[src/hdl/kpc_pkg.sv]
// What this block does
// - Scan port input mode enables pull-downs
// - Key pin pull-down when option bit set
// - Transmit indicator low while carrier emitted
// - Low-voltage reset drives transmit indicator low
// - Rotate-left loads serial input or bit 3
// - Serial input high impedance when deselected
// - Ports reached as port registers
// - Control bit 1 sets scan direction
// - Control bit 2 runs transmit timer
// - Control bit 3 selects carrier divide
// - Control bits 4,5 give pointer high bits
// - Control bit 6 chooses stop on halt
// - Reset clears control bits 0,8,9
// - Standby stops execution, keeps state
// - Stop waits for timer down-count zero
// - Halt operand selects wake source, level
// - Serial wake always if rotate source A3
// - All-clear pin low resets processor
// - Mask option picks divide-12 carrier duty
// - Hang-up option resets in stop mode
// - Unused wake source in halt resets
package kpc_pkg;
  // ----------------------------------------
  // Port register selects
  // ----------------------------------------
  localparam logic [1:0] PORT_SCAN = 2'h0;
  localparam logic [1:0] PORT_CTRL = 2'h1;
  localparam logic [1:0] PORT_KEY = 2'h2;
  // ----------------------------------------
  // Control register fields
  // ----------------------------------------
  localparam int CTRL_WIDTH = 10;
  localparam int BIT_ROT_SERIAL = 0;
  localparam int BIT_SCAN_OUT = 1;
  localparam int BIT_TIMER_RUN = 2;
  localparam int BIT_DIV12 = 3;
  localparam int BIT_PTR_LO = 4;
  localparam int BIT_PTR_HI = 5;
  localparam int BIT_OSC_STOP = 6;
  localparam logic [9:0] CTRL_RESET = 10'h000;
  localparam logic [9:0] CTRL_CLEAR_MASK = 10'h301;
  // ----------------------------------------
  // Halt operand codes
  // ----------------------------------------
  localparam logic [2:0] WAKE_SERIAL = 3'h0;
  localparam logic [2:0] WAKE_SCAN = 3'h1;
  localparam logic [2:0] WAKE_KEY = 3'h2;
  localparam logic [2:0] WAKE_TIMER = 3'h3;
  // ----------------------------------------
  // Carrier timing
  // ----------------------------------------
  localparam logic [3:0] DIV8_TERM = 4'h7;
  localparam logic [3:0] DIV12_TERM = 4'hb;
  localparam logic [3:0] DIV8_HIGH = 4'h4;
  localparam logic [3:0] DIV12_HALF = 4'h6;
  localparam logic [3:0] DIV12_THIRD = 4'h4;
  localparam logic [3:0] TICK_TERM = 4'h7;
  // ----------------------------------------
  // Types
  // ----------------------------------------
  typedef enum logic [1:0] {
    ST_RUN = 2'b00,
    ST_HALT = 2'b01,
    ST_STOP_WAIT = 2'b10,
    ST_STOP = 2'b11
  } kpc_state_type;
  typedef struct packed {
    logic key_pulldown_en_3;
    logic key_pulldown_en_2;
    logic key_pulldown_en_1;
    logic key_pulldown_en_0;
    logic third_duty;
    logic serial_pulldown;
    logic all_key_hangup_option;
    logic unused_serial;
    logic unused_scan;
    logic unused_key;
  } kpc_mask_type;
  typedef struct packed {
    logic halt;
    logic [3:0] operand;
  } kpc_halt_type;
endpackage

[src/hdl/kpc_sync.sv]
`timescale 1ns/1ps
// Two-flop synchroniser for a bundle of pin inputs
module kpc_sync #(
  parameter int WIDTH = 13
) (
  input wire logic sys_clk,
  input wire logic sys_rst,
  input wire logic [WIDTH-1:0] pin_in,
  output logic [WIDTH-1:0] pin_sync
);
  // First stage, read only by the second
  logic [WIDTH-1:0] meta;
  // ----------------------------------------
  // Synchroniser chain
  // ----------------------------------------
  always_ff @(posedge sys_clk or posedge sys_rst) begin
    if (sys_rst) begin
      meta <= '0;
      pin_sync <= '0;
    end else begin
      meta <= pin_in;
      pin_sync <= meta;
    end
  end
endmodule

[src/hdl/kpc_top.sv]
`timescale 1ns/1ps
// Port, control and standby logic
module kpc_top (
  input wire logic sys_clk,
  input wire logic sys_rst,
  // Internal low-voltage reset request
  input wire logic low_voltage_reset,
  // All-clear pin, active low
  input wire logic all_clear_pin_n,
  // Mask option switches
  input wire kpc_pkg::kpc_mask_type mask_option,
  // Port register access from the core
  input wire logic [1:0] port_sel,
  input wire logic port_write,
  input wire logic [9:0] port_wdata,
  output logic [9:0] port_rdata,
  // Rotate-left instruction
  input wire logic rotate_left_instruction,
  input wire logic [3:0] acc_in,
  output logic [3:0] acc_out,
  output logic acc_out_valid,
  // Halt instruction
  input wire kpc_pkg::kpc_halt_type halt_req,
  // Timer status from the down-counter
  input wire logic timer_nonzero,
  input wire logic carrier_enable,
  // Pins
  input wire logic [7:0] scan_io_port_in,
  output logic [7:0] scan_io_port_out,
  output logic [7:0] scan_io_port_oe,
  output logic [7:0] scan_io_port_pulldown,
  input wire logic [3:0] key_input_pins,
  output logic [3:0] key_pulldown,
  input wire logic serial_in,
  output logic serial_in_enable,
  output logic serial_pulldown,
  output logic carrier_output,
  output logic transmit_indicator,
  // Core status
  output logic [1:0] rom_ptr_high,
  output logic timer_run,
  output logic exec_enable,
  output logic osc_running,
  output logic core_reset
);
  // ----------------------------------------
  // Synchronised pins
  // ----------------------------------------
  logic [12:0] pins_sync; // Scan, key, serial
  logic [7:0] scan_s;
  logic [3:0] key_s;
  logic serial_s;
  logic clear_s; // All-clear request, active high
  // Clear is sensed inverted so the synchroniser's zero reset reads as idle,
  // otherwise a false all-clear would follow every system reset
  kpc_sync #(.WIDTH(14)) u_sync (
    .sys_clk(sys_clk),
    .sys_rst(sys_rst),
    .pin_in({!all_clear_pin_n, serial_in, key_input_pins, scan_io_port_in}),
    .pin_sync({clear_s, pins_sync})
  );
  assign scan_s = pins_sync[7:0];
  assign key_s = pins_sync[11:8];
  assign serial_s = pins_sync[12];

  // Any internal reset that restarts the core
  logic soft_reset; // Hang-up or unused-wake reset
  logic any_reset;
  assign any_reset = clear_s || low_voltage_reset || soft_reset;

  // Standby state, read by the port logic below
  kpc_pkg::kpc_state_type state;
  kpc_pkg::kpc_state_type next_state;

  // ----------------------------------------
  // Control and scan latch
  // ----------------------------------------
  logic [9:0] ctrl; // Control register
  logic [7:0] scan_latch; // Scan output latch
  // Only bits 0, 8, 9 have a defined reset; others kept low for determinism
  always_ff @(posedge sys_clk or posedge sys_rst) begin
    if (sys_rst) begin
      ctrl <= kpc_pkg::CTRL_RESET;
    end else if (any_reset) begin
      ctrl <= ctrl & ~kpc_pkg::CTRL_CLEAR_MASK;
    end else if (port_write && port_sel == kpc_pkg::PORT_CTRL && state == kpc_pkg::ST_RUN) begin
      ctrl <= port_wdata;
    end
  end

  // Scan output latch, written in either mode
  always_ff @(posedge sys_clk or posedge sys_rst) begin
    if (sys_rst) begin
      scan_latch <= 8'h00;
    end else if (port_write && port_sel == kpc_pkg::PORT_SCAN && state == kpc_pkg::ST_RUN) begin
      scan_latch <= port_wdata[7:0];
    end
  end

  // ----------------------------------------
  // Port read data
  // ----------------------------------------
  // Reads return pin levels regardless of direction
  always_ff @(posedge sys_clk or posedge sys_rst) begin
    if (sys_rst) begin
      port_rdata <= 10'h000;
    end else begin
      unique case (port_sel)
        kpc_pkg::PORT_SCAN: port_rdata <= {2'h0, scan_s};
        kpc_pkg::PORT_CTRL: port_rdata <= ctrl;
        kpc_pkg::PORT_KEY: port_rdata <= {6'h00, key_s};
        default: port_rdata <= 10'h000; // Unused select
      endcase
    end
  end

  // ----------------------------------------
  // Pin drivers and pull-downs
  // ----------------------------------------
  always_ff @(posedge sys_clk or posedge sys_rst) begin
    if (sys_rst) begin
      scan_io_port_out <= 8'h00;
      scan_io_port_oe <= 8'h00;
      scan_io_port_pulldown <= 8'hff;
      key_pulldown <= 4'h0;
      serial_in_enable <= 1'b0;
      serial_pulldown <= 1'b0;
      rom_ptr_high <= 2'h0;
      timer_run <= 1'b0;
    end else begin
      scan_io_port_out <= scan_latch;
      scan_io_port_oe <= {8{ctrl[kpc_pkg::BIT_SCAN_OUT]}};
      scan_io_port_pulldown <= {8{!ctrl[kpc_pkg::BIT_SCAN_OUT]}};
      key_pulldown <= {mask_option.key_pulldown_en_3, mask_option.key_pulldown_en_2,
                       mask_option.key_pulldown_en_1, mask_option.key_pulldown_en_0};
      // No through-current: input buffer off unless serial mode
      serial_in_enable <= ctrl[kpc_pkg::BIT_ROT_SERIAL] && !any_reset;
      serial_pulldown <= ctrl[kpc_pkg::BIT_ROT_SERIAL] && !any_reset && mask_option.serial_pulldown;
      rom_ptr_high <= {ctrl[kpc_pkg::BIT_PTR_HI], ctrl[kpc_pkg::BIT_PTR_LO]};
      timer_run <= ctrl[kpc_pkg::BIT_TIMER_RUN] && !any_reset;
    end
  end

  // ----------------------------------------
  // Rotate-left bit 0 source
  // ----------------------------------------
  always_ff @(posedge sys_clk or posedge sys_rst) begin
    if (sys_rst) begin
      acc_out <= 4'h0;
      acc_out_valid <= 1'b0;
    end else begin
      acc_out_valid <= rotate_left_instruction && state == kpc_pkg::ST_RUN;
      if (rotate_left_instruction && state == kpc_pkg::ST_RUN) begin
        acc_out <= {acc_in[2:0], ctrl[kpc_pkg::BIT_ROT_SERIAL] ? serial_s : acc_in[3]};
      end
    end
  end

  // ----------------------------------------
  // Carrier generator
  // ----------------------------------------
  logic [3:0] div_count; // Oscillator phase count
  logic [3:0] div_term;
  logic [3:0] div_high; // Cycles the carrier stays high
  logic carrier_on;
  assign div_term = ctrl[kpc_pkg::BIT_DIV12] ? kpc_pkg::DIV12_TERM : kpc_pkg::DIV8_TERM;
  // Duty option matters only at divide-by-12
  assign div_high = !ctrl[kpc_pkg::BIT_DIV12] ? kpc_pkg::DIV8_HIGH :
                    (mask_option.third_duty ? kpc_pkg::DIV12_THIRD : kpc_pkg::DIV12_HALF);
  assign carrier_on = carrier_enable && timer_nonzero && osc_running;

  always_ff @(posedge sys_clk or posedge sys_rst) begin
    if (sys_rst) begin
      div_count <= 4'h0;
    end else if (!osc_running || div_count >= div_term) begin
      div_count <= 4'h0;
    end else begin
      div_count <= div_count + 4'h1;
    end
  end

  // Carrier and indicator move together from the same flop edge
  always_ff @(posedge sys_clk or posedge sys_rst) begin
    if (sys_rst) begin
      carrier_output <= 1'b0;
      transmit_indicator <= 1'b1;
    end else if (low_voltage_reset) begin
      carrier_output <= 1'b0;
      transmit_indicator <= 1'b0;
    end else if (any_reset) begin
      carrier_output <= 1'b0;
      transmit_indicator <= 1'b1;
    end else begin
      carrier_output <= carrier_on && div_count < div_high;
      transmit_indicator <= !carrier_on;
    end
  end

  // ----------------------------------------
  // Standby state machine
  // ----------------------------------------
  logic [3:0] wake_code; // Latched halt operand
  logic wake_hit;
  logic level;
  logic scan_input_mode;
  assign level = wake_code[3];
  assign scan_input_mode = !ctrl[kpc_pkg::BIT_SCAN_OUT];

  // Wake condition from the latched operand
  always_comb begin
    wake_hit = 1'b0;
    if (!wake_code[2]) begin
      unique case (wake_code[1:0])
        2'h0: wake_hit = !ctrl[kpc_pkg::BIT_ROT_SERIAL] || (serial_s == level);
        2'h1: wake_hit = scan_input_mode && (level ? |scan_s : ~&scan_s);
        2'h2: wake_hit = level ? |key_s : ~&key_s;
        2'h3: wake_hit = !level && !timer_nonzero;
      endcase
    end
  end

  // Next standby state
  always_comb begin
    next_state = state;
    unique case (state)
      kpc_pkg::ST_RUN: begin
        if (halt_req.halt) begin
          if (!ctrl[kpc_pkg::BIT_OSC_STOP]) begin
            next_state = kpc_pkg::ST_HALT;
          end else if (timer_nonzero) begin
            next_state = kpc_pkg::ST_STOP_WAIT;
          end else begin
            next_state = kpc_pkg::ST_STOP;
          end
        end
      end
      kpc_pkg::ST_HALT: begin
        if (wake_hit) begin
          next_state = kpc_pkg::ST_RUN;
        end
      end
      kpc_pkg::ST_STOP_WAIT: begin
        if (wake_hit) begin
          next_state = kpc_pkg::ST_RUN;
        end else if (!timer_nonzero) begin
          next_state = kpc_pkg::ST_STOP;
        end
      end
      kpc_pkg::ST_STOP: begin
        if (wake_hit) begin
          next_state = kpc_pkg::ST_RUN;
        end
      end
    endcase
  end

  // State and operand latch; reset returns to run
  always_ff @(posedge sys_clk or posedge sys_rst) begin
    if (sys_rst) begin
      state <= kpc_pkg::ST_RUN;
      wake_code <= 4'h0;
    end else if (any_reset) begin
      state <= kpc_pkg::ST_RUN;
    end else begin
      state <= next_state;
      if (state == kpc_pkg::ST_RUN && halt_req.halt) begin
        wake_code <= halt_req.operand;
      end
    end
  end

  // ----------------------------------------
  // Self reset from mask options
  // ----------------------------------------
  logic in_standby;
  logic unused_hit;
  assign in_standby = state != kpc_pkg::ST_RUN;
  // Unused wake sources: only a high level on an unused input counts, a low level never does
  assign unused_hit = (mask_option.unused_serial && ctrl[kpc_pkg::BIT_ROT_SERIAL] && serial_s) ||
                      (mask_option.unused_scan && scan_input_mode && |scan_s) ||
                      (mask_option.unused_key && |key_s);

  always_ff @(posedge sys_clk or posedge sys_rst) begin
    if (sys_rst) begin
      soft_reset <= 1'b0;
    end else begin
      soft_reset <= (in_standby && unused_hit) ||
                    (state == kpc_pkg::ST_STOP && mask_option.all_key_hangup_option &&
                     (scan_input_mode || ~&scan_s));
    end
  end

  // ----------------------------------------
  // Core status outputs
  // ----------------------------------------
  // Execution frozen in standby; registers simply hold
  always_ff @(posedge sys_clk or posedge sys_rst) begin
    if (sys_rst) begin
      exec_enable <= 1'b0;
      osc_running <= 1'b1;
      core_reset <= 1'b1;
    end else begin
      exec_enable <= next_state == kpc_pkg::ST_RUN && !any_reset;
      osc_running <= next_state != kpc_pkg::ST_STOP || any_reset;
      core_reset <= any_reset;
    end
  end
endmodule

[config.mk]
export PLATFORM = sky130hd
export DESIGN_NAME = kpc_top
export DESIGN_NICKNAME = d
export VERILOG_FILES = /design/src/hdl/kpc_pkg.sv /design/src/hdl/kpc_sync.sv /design/src/hdl/kpc_top.sv
export SDC_FILE = /design/constraint.sdc
export NUM_CORES = 1
export LEC_CHECK = 0
export BUFFER_PORTS_ARGS = -buffer_cell sky130_fd_sc_hd__buf_2
export CAP_MARGIN = 0
export CORE_ASPECT_RATIO = 2
export CORE_MARGIN = 1.5
export CORE_UTILIZATION = 40
export DETAILED_ROUTE_END_ITERATION = 8
export PLACE_DENSITY = 0.63
export SYNTH_ARGS = -nofsm -noshare
export SYNTH_HDL_FRONTEND = slang
export SYNTH_SLANG_ARGS = --single-unit
[constraint.sdc]
create_clock -name sys_clk -period 4.2 [get_ports sys_clk]
set_input_delay 1.05 -clock sys_clk [delete_from_list [all_inputs] [get_ports sys_clk]]
set_output_delay 1.05 -clock sys_clk [all_outputs]
set_load 0.03 [all_outputs]
; Word-level counts from Yosys, hierarchy flattened
; Cells that the tools add are included.
[totals]
out_inout_bits = 53
wordCells = 118
regBits = 96
[op_classes]
n_bitwise = 1
eq_ne = 10
n_addsub = 1
reduce_logical = 55
magnitude_cmp = 2
mux = 24
[ops]
columns = operator, n
row1 = one-hot mux 10 bit (3 select lines), 1
row2 = logical AND 1 bit, 23
row3 = 2-to-1 mux 10 bit, 2
row4 = 2-to-1 mux 2 bit, 8
row5 = == test 2 bit (second input constant), 5
row6 = zero test 1 bit, 10
row7 = logical OR 1 bit, 9
row8 = 2-to-1 mux 1 bit, 9
row9 = zero test 2 bit, 4
row10 = 2-to-1 mux 4 bit, 2
row11 = AND reduction 8 bit, 1
row12 = OR reduction 8 bit, 1
row13 = == test 2 x 1 -> 1 bit (second input constant), 3
row14 = one-hot mux 2 bit (3 select lines), 1
row15 = adder 4 x 1 -> 4 bit (second input constant), 1
row16 = greater-or-equal comparator 4 bit, 1
row17 = < comparator 4 x 3 -> 1 bit, 1
row18 = one-hot mux 1 bit (4 select lines), 1
row19 = AND reduction 2 bit, 2
row20 = AND reduction 4 bit, 1
row21 = nonzero test 2 bit, 2
row22 = OR reduction 4 bit, 1
row23 = inequality test 2 bit (second input constant), 1
row24 = OR reduction 2 bit, 1
row25 = 2 further kinds, 2

; Depth between registers and ports, before layout
[depth]
word_depth = 10
ltp_mapped = 6

; Hierarchy
; A second synthesis with hierarchy kept.
[unflattened]
hier_cells = 244
area_unflattened_um2 = 3477.1
[by_module_without_submodules]
columns = mod, area_per_inst_um2, n_inst, cells_each
row1 = kpc_top, 2772.7, 1, 215
row2 = kpc_sync, 704.4, 1, 29

; Worst setup path before layout
; OpenSTA, ideal clock, no wires.
[synth_timing]
kind = input -> register
startpoint = input low_voltage_reset
endpoint = register ctrl[1]
path_buffers = 0
setup_ns = 0.125
slack_ns = 2.080
arrival_ns = 1.995
stages = 3
cell_sequence = nor3_2 > nand4_2 > mux2_2
[synth_between]
elab_chain_cells = 4
[synth_lines]
columns = element, line_no
row1 = start: declaration, kpc_top.sv:7  ; input wire logic low_voltage_reset,
row2 = logical OR 1 bit (2 in series), kpc_top.sv:69  ; assign any_reset = clear_s || low_voltage_reset || soft_reset;
row3 = NOT 1 bit (no source line), -
row4 = AND reduction 2 bit (no source line), -
row5 = end signal: assignment, kpc_top.sv:83  ; ctrl <= kpc_pkg::CTRL_RESET;
row6 = end signal: assignment, kpc_top.sv:85  ; ctrl <= ctrl & ~kpc_pkg::CTRL_CLEAR_MASK;
row7 = end signal: assignment, kpc_top.sv:87  ; ctrl <= port_wdata;
row8 = end: declaration, kpc_top.sv:78  ; logic [9:0] ctrl;
; Every way passes these cells.
; A chain may end at the register's enable or synchronous reset.

; Worst setup path after layout
[layout_timing]
startpoint = input low_voltage_reset
endpoint = register ctrl[7]
; The elaborated chain is that of the path after synthesis.

==> results.md <==
* Post-synth top cells: dfrtp_1 (92), mux2_2 (22), nor2_1 (16)
* I/O Pins at approximately 110
* Synthesis-stage register bit count at 96
* Syn Std Cell Area at approximately 3500 µm²
* Synth cell types at 43
* Full die area at ~9300 µm²
* TritonCTS buffer count at 9
* P per Cell Area at ~580 nW/µm²
* Ys Warns at 0
* First-pass DRT Iterations at 5
* Yosys top cell area share at around two thirds
* Sink Count at 96
* Drt wl/cell at between 10 and 15 µm
* Routed Antenna Nets at 0
* Largest net degree at the start of global routing at 71
* Vias in the first global route at ~2100
* Initial antenna violation count at 0
* Clock period minus worst slack at ~2.2 ns
* Final hold vios at 0
* RSZ-0062 raised after global routing: false
* Worst setup SP type: input pin
* Syn_area_per_cell at ~14 µm²
* Crit Path Category: in -> reg
* Area added between synthesis and finish at 24.7%
* Critical path endpoint category: flip-flop
* Clk slew on worst S/H paths at 0.06 ns
* Worst Max-Slew Pin Slew at between 0.8 and 0.9 ns
* GR met1 Demand/Resource at 17.3%
* Cts hold-fix bufs at 0
* Die Y-Extent at ~130 µm
* Clock Tree Buf Depth at 2
* GR Util All Layers at between 10% and 20%
* Root buf cell: clkbuf_16
* Cell Rows at 48
* GR Overflow Total at 0
* GRT met2 Usage at between 20% and 30%
* Pleak at between 2 and 2.5 nW
* Die Span X at about 69 µm
* Dpl hpwl at between 4000 and 5000 µm
* Core area at ~8500 µm²
* Endpoints failing setup at 0
* Setup tns final at 0 ns
* Detailed Route WL at 6580 µm
* Number of I/O port buffers at between 100 and 150
* Syn Nets at 298
* Ant. Diodes at 0
* First-pass GRT wire length at 10400 µm
* Max Cap Violations at 0
* Area leader, netlist: dfrtp_1
* Pwr Total at around 2.5 mW
* Count leader, synth: dfrtp_1
* Final nets at roughly 400
* Worst rel slew slack at 45.3%
* CTS tree: yes
* Synth Instances at 243
* Crit Path Max Fanout at 10
* M3 GR Usage at under 10%
* Top post-synthesis cells by area: dfrtp_1 (66%), mux2_2 (7.1%), mux2i_1 (3.7%)
* Placed inst area at approximately 4000 µm²
* Number of buffers added for setup after CTS at 0
* Post-CTS sizing at 0
* EDFF count, synth at 0
* Final Wtd Congestion at around 0.77
* Core Util, Final at 50.8%
* Post-synthesis sequential area ratio at 69.3%
* Starting Density at ~41%
* Top Usage Layer GRT: met2
* Design Area, Final at 4330 µm²
* H-tree depth at 3
* Critical path arrival at 2.42 ns
* Critical Path RT at about 4.4 ns
* Status: complete, no violations
* Max Slew Vio Count at 0
* Clock Skews at approximately 0.0074 ns
* Layout cells sized above 1 at around 45%
* Starting DRT DRC Count at between 70 and 80
* Vias per cell at 4.73
* Ratio of final minimum period to clock period at between 50 and 60%
* Ys async rst share at 100%
* Main synth FF type: dfrtp_1
* DR vias at 2104
* Hold WC Path Type: reg -> reg
* Worst-Skew Late Latency at roughly 0.34 ns
* DRC errors left at 0
* VDD IR max at 0.261 mV
* Fmax at 0.455 GHz
-- critical path, stage by stage --
cell and delay (ns):
buf_2 0.12, nor3_2 0.55, nand4_2 0.34, mux2_2 0.36
-- cell families (layout without fill, tap and decap cells) --
kind of cell	Yosys count	in the layout	share of synthesized area, %
flip-flops	96	96	69.3
AND/OR/NAND/NOR	53	53	8.29
multiplexers	35	35	10.9
buffers and inverters	27	129	4.50
AO/OA/AOI/OAI	26	26	5.19
adder cells (fa/ha/maj)	3	3	1.08
XOR/XNOR	3	3	0.757
-- cells in the final DEF, fill, tap and decap left out, types with 2 or more instances in the layout --
master / instances
nor4_1: 2
nand3_1: 4
and2_1: 5
a21oi_1: 5
mux2_2: 22
clkbuf_16: 9
nor2_1: 16
mux2i_1: 13
nand2_1: 8
bufinv_16: 2
dfrtp_1: 92
nor2b_1: 3
dfstp_2: 4
xor2_1: 2
inv_1: 7
buf_2: 104
nand3b_1: 2
ha_1: 3
o21ai_0: 7
buf_4: 2
nand4_1: 4
and3_1: 2
-- state kept, by name (all words and copies together), names as in the netlist, 2 cells and up --
signal	cells
wake_code	4
scan_io_port_out	8
state	2
u_sync.pin_sync	14
ctrl	10
rom_ptr_high	2
key_pulldown	4
acc_out	4
div_count	4
scan_latch	8
port_rdata	10
u_sync.meta	14
-- metrics by stage --
step | instances | setup slack, ns | hold slack [ns]
after floorplan | 243 | 0.651 | 0.331
after global placement | 430 | 1.68 | 0.335
after detailed placement | 430 | 1.65 | 0.335
after CTS | 445 | 1.99 | 0.348
after global routing | 445 | 1.87 | 0.354
final | 445 | 2.00 | 0.347
-- metal layers --
| layer | wire length, µm | vias to the layer above | share of wire, % |
|---|---|---|---|
| met3 | 294 | 6 | 4.5 |
| met1 | 2370 | 1031 | 36 |
| met4 | 123 | 0 | 1.9 |
| met2 | 3790 | 53 | 58 |
| met5 | 0 | - | 0 |
| li1 | - | 1014 | - |
-- power breakdown --
group | switching (mW) | total [mW] | internal, mW | leakage, nW
registers | 0.0927 | 1.15 | 1.06 | 1.17
logic | 0.334 | 0.519 | 0.185 | 0.853
clock network | 0.326 | 0.860 | 0.534 | 0.155
-- area by class of cell --
type / instances / area (µm²)
Clock buffer: 10 / 239
Inverter: 8 / 32.5
Clock inverter: 5 / 81.3
Multi-Input combinational cell: 120 / 910
Tap cell: 100 / 125
Sequential cell: 96 / 2410
Fill cell: 779 / 4200
Timing Repair Buffer: 106 / 536
-- worst paths after layout --
| path | startpoint | to | slack (ns) | depth (start not counted) |
|---|---|---|---|---|
| worst max-delay path | low_voltage_reset | ctrl[7] | 2.00 | 4 |
| worst min-delay path | u_sync.meta[7] | u_sync.pin_sync[7] | 0.35 | 0 |
| worst max register to register | u_sync.pin_sync[13] | ctrl[7] | 2.48 | 3 |
| worst min register to register | u_sync.meta[7] | u_sync.pin_sync[7] | 0.35 | 0 |
| max in group asynchronous | sys_rst | core_reset | 2.54 | 3 |
| min in group asynchronous | sys_rst | wake_code[1] | 0.87 | 2 |
(Power assumes the default switching activity.)
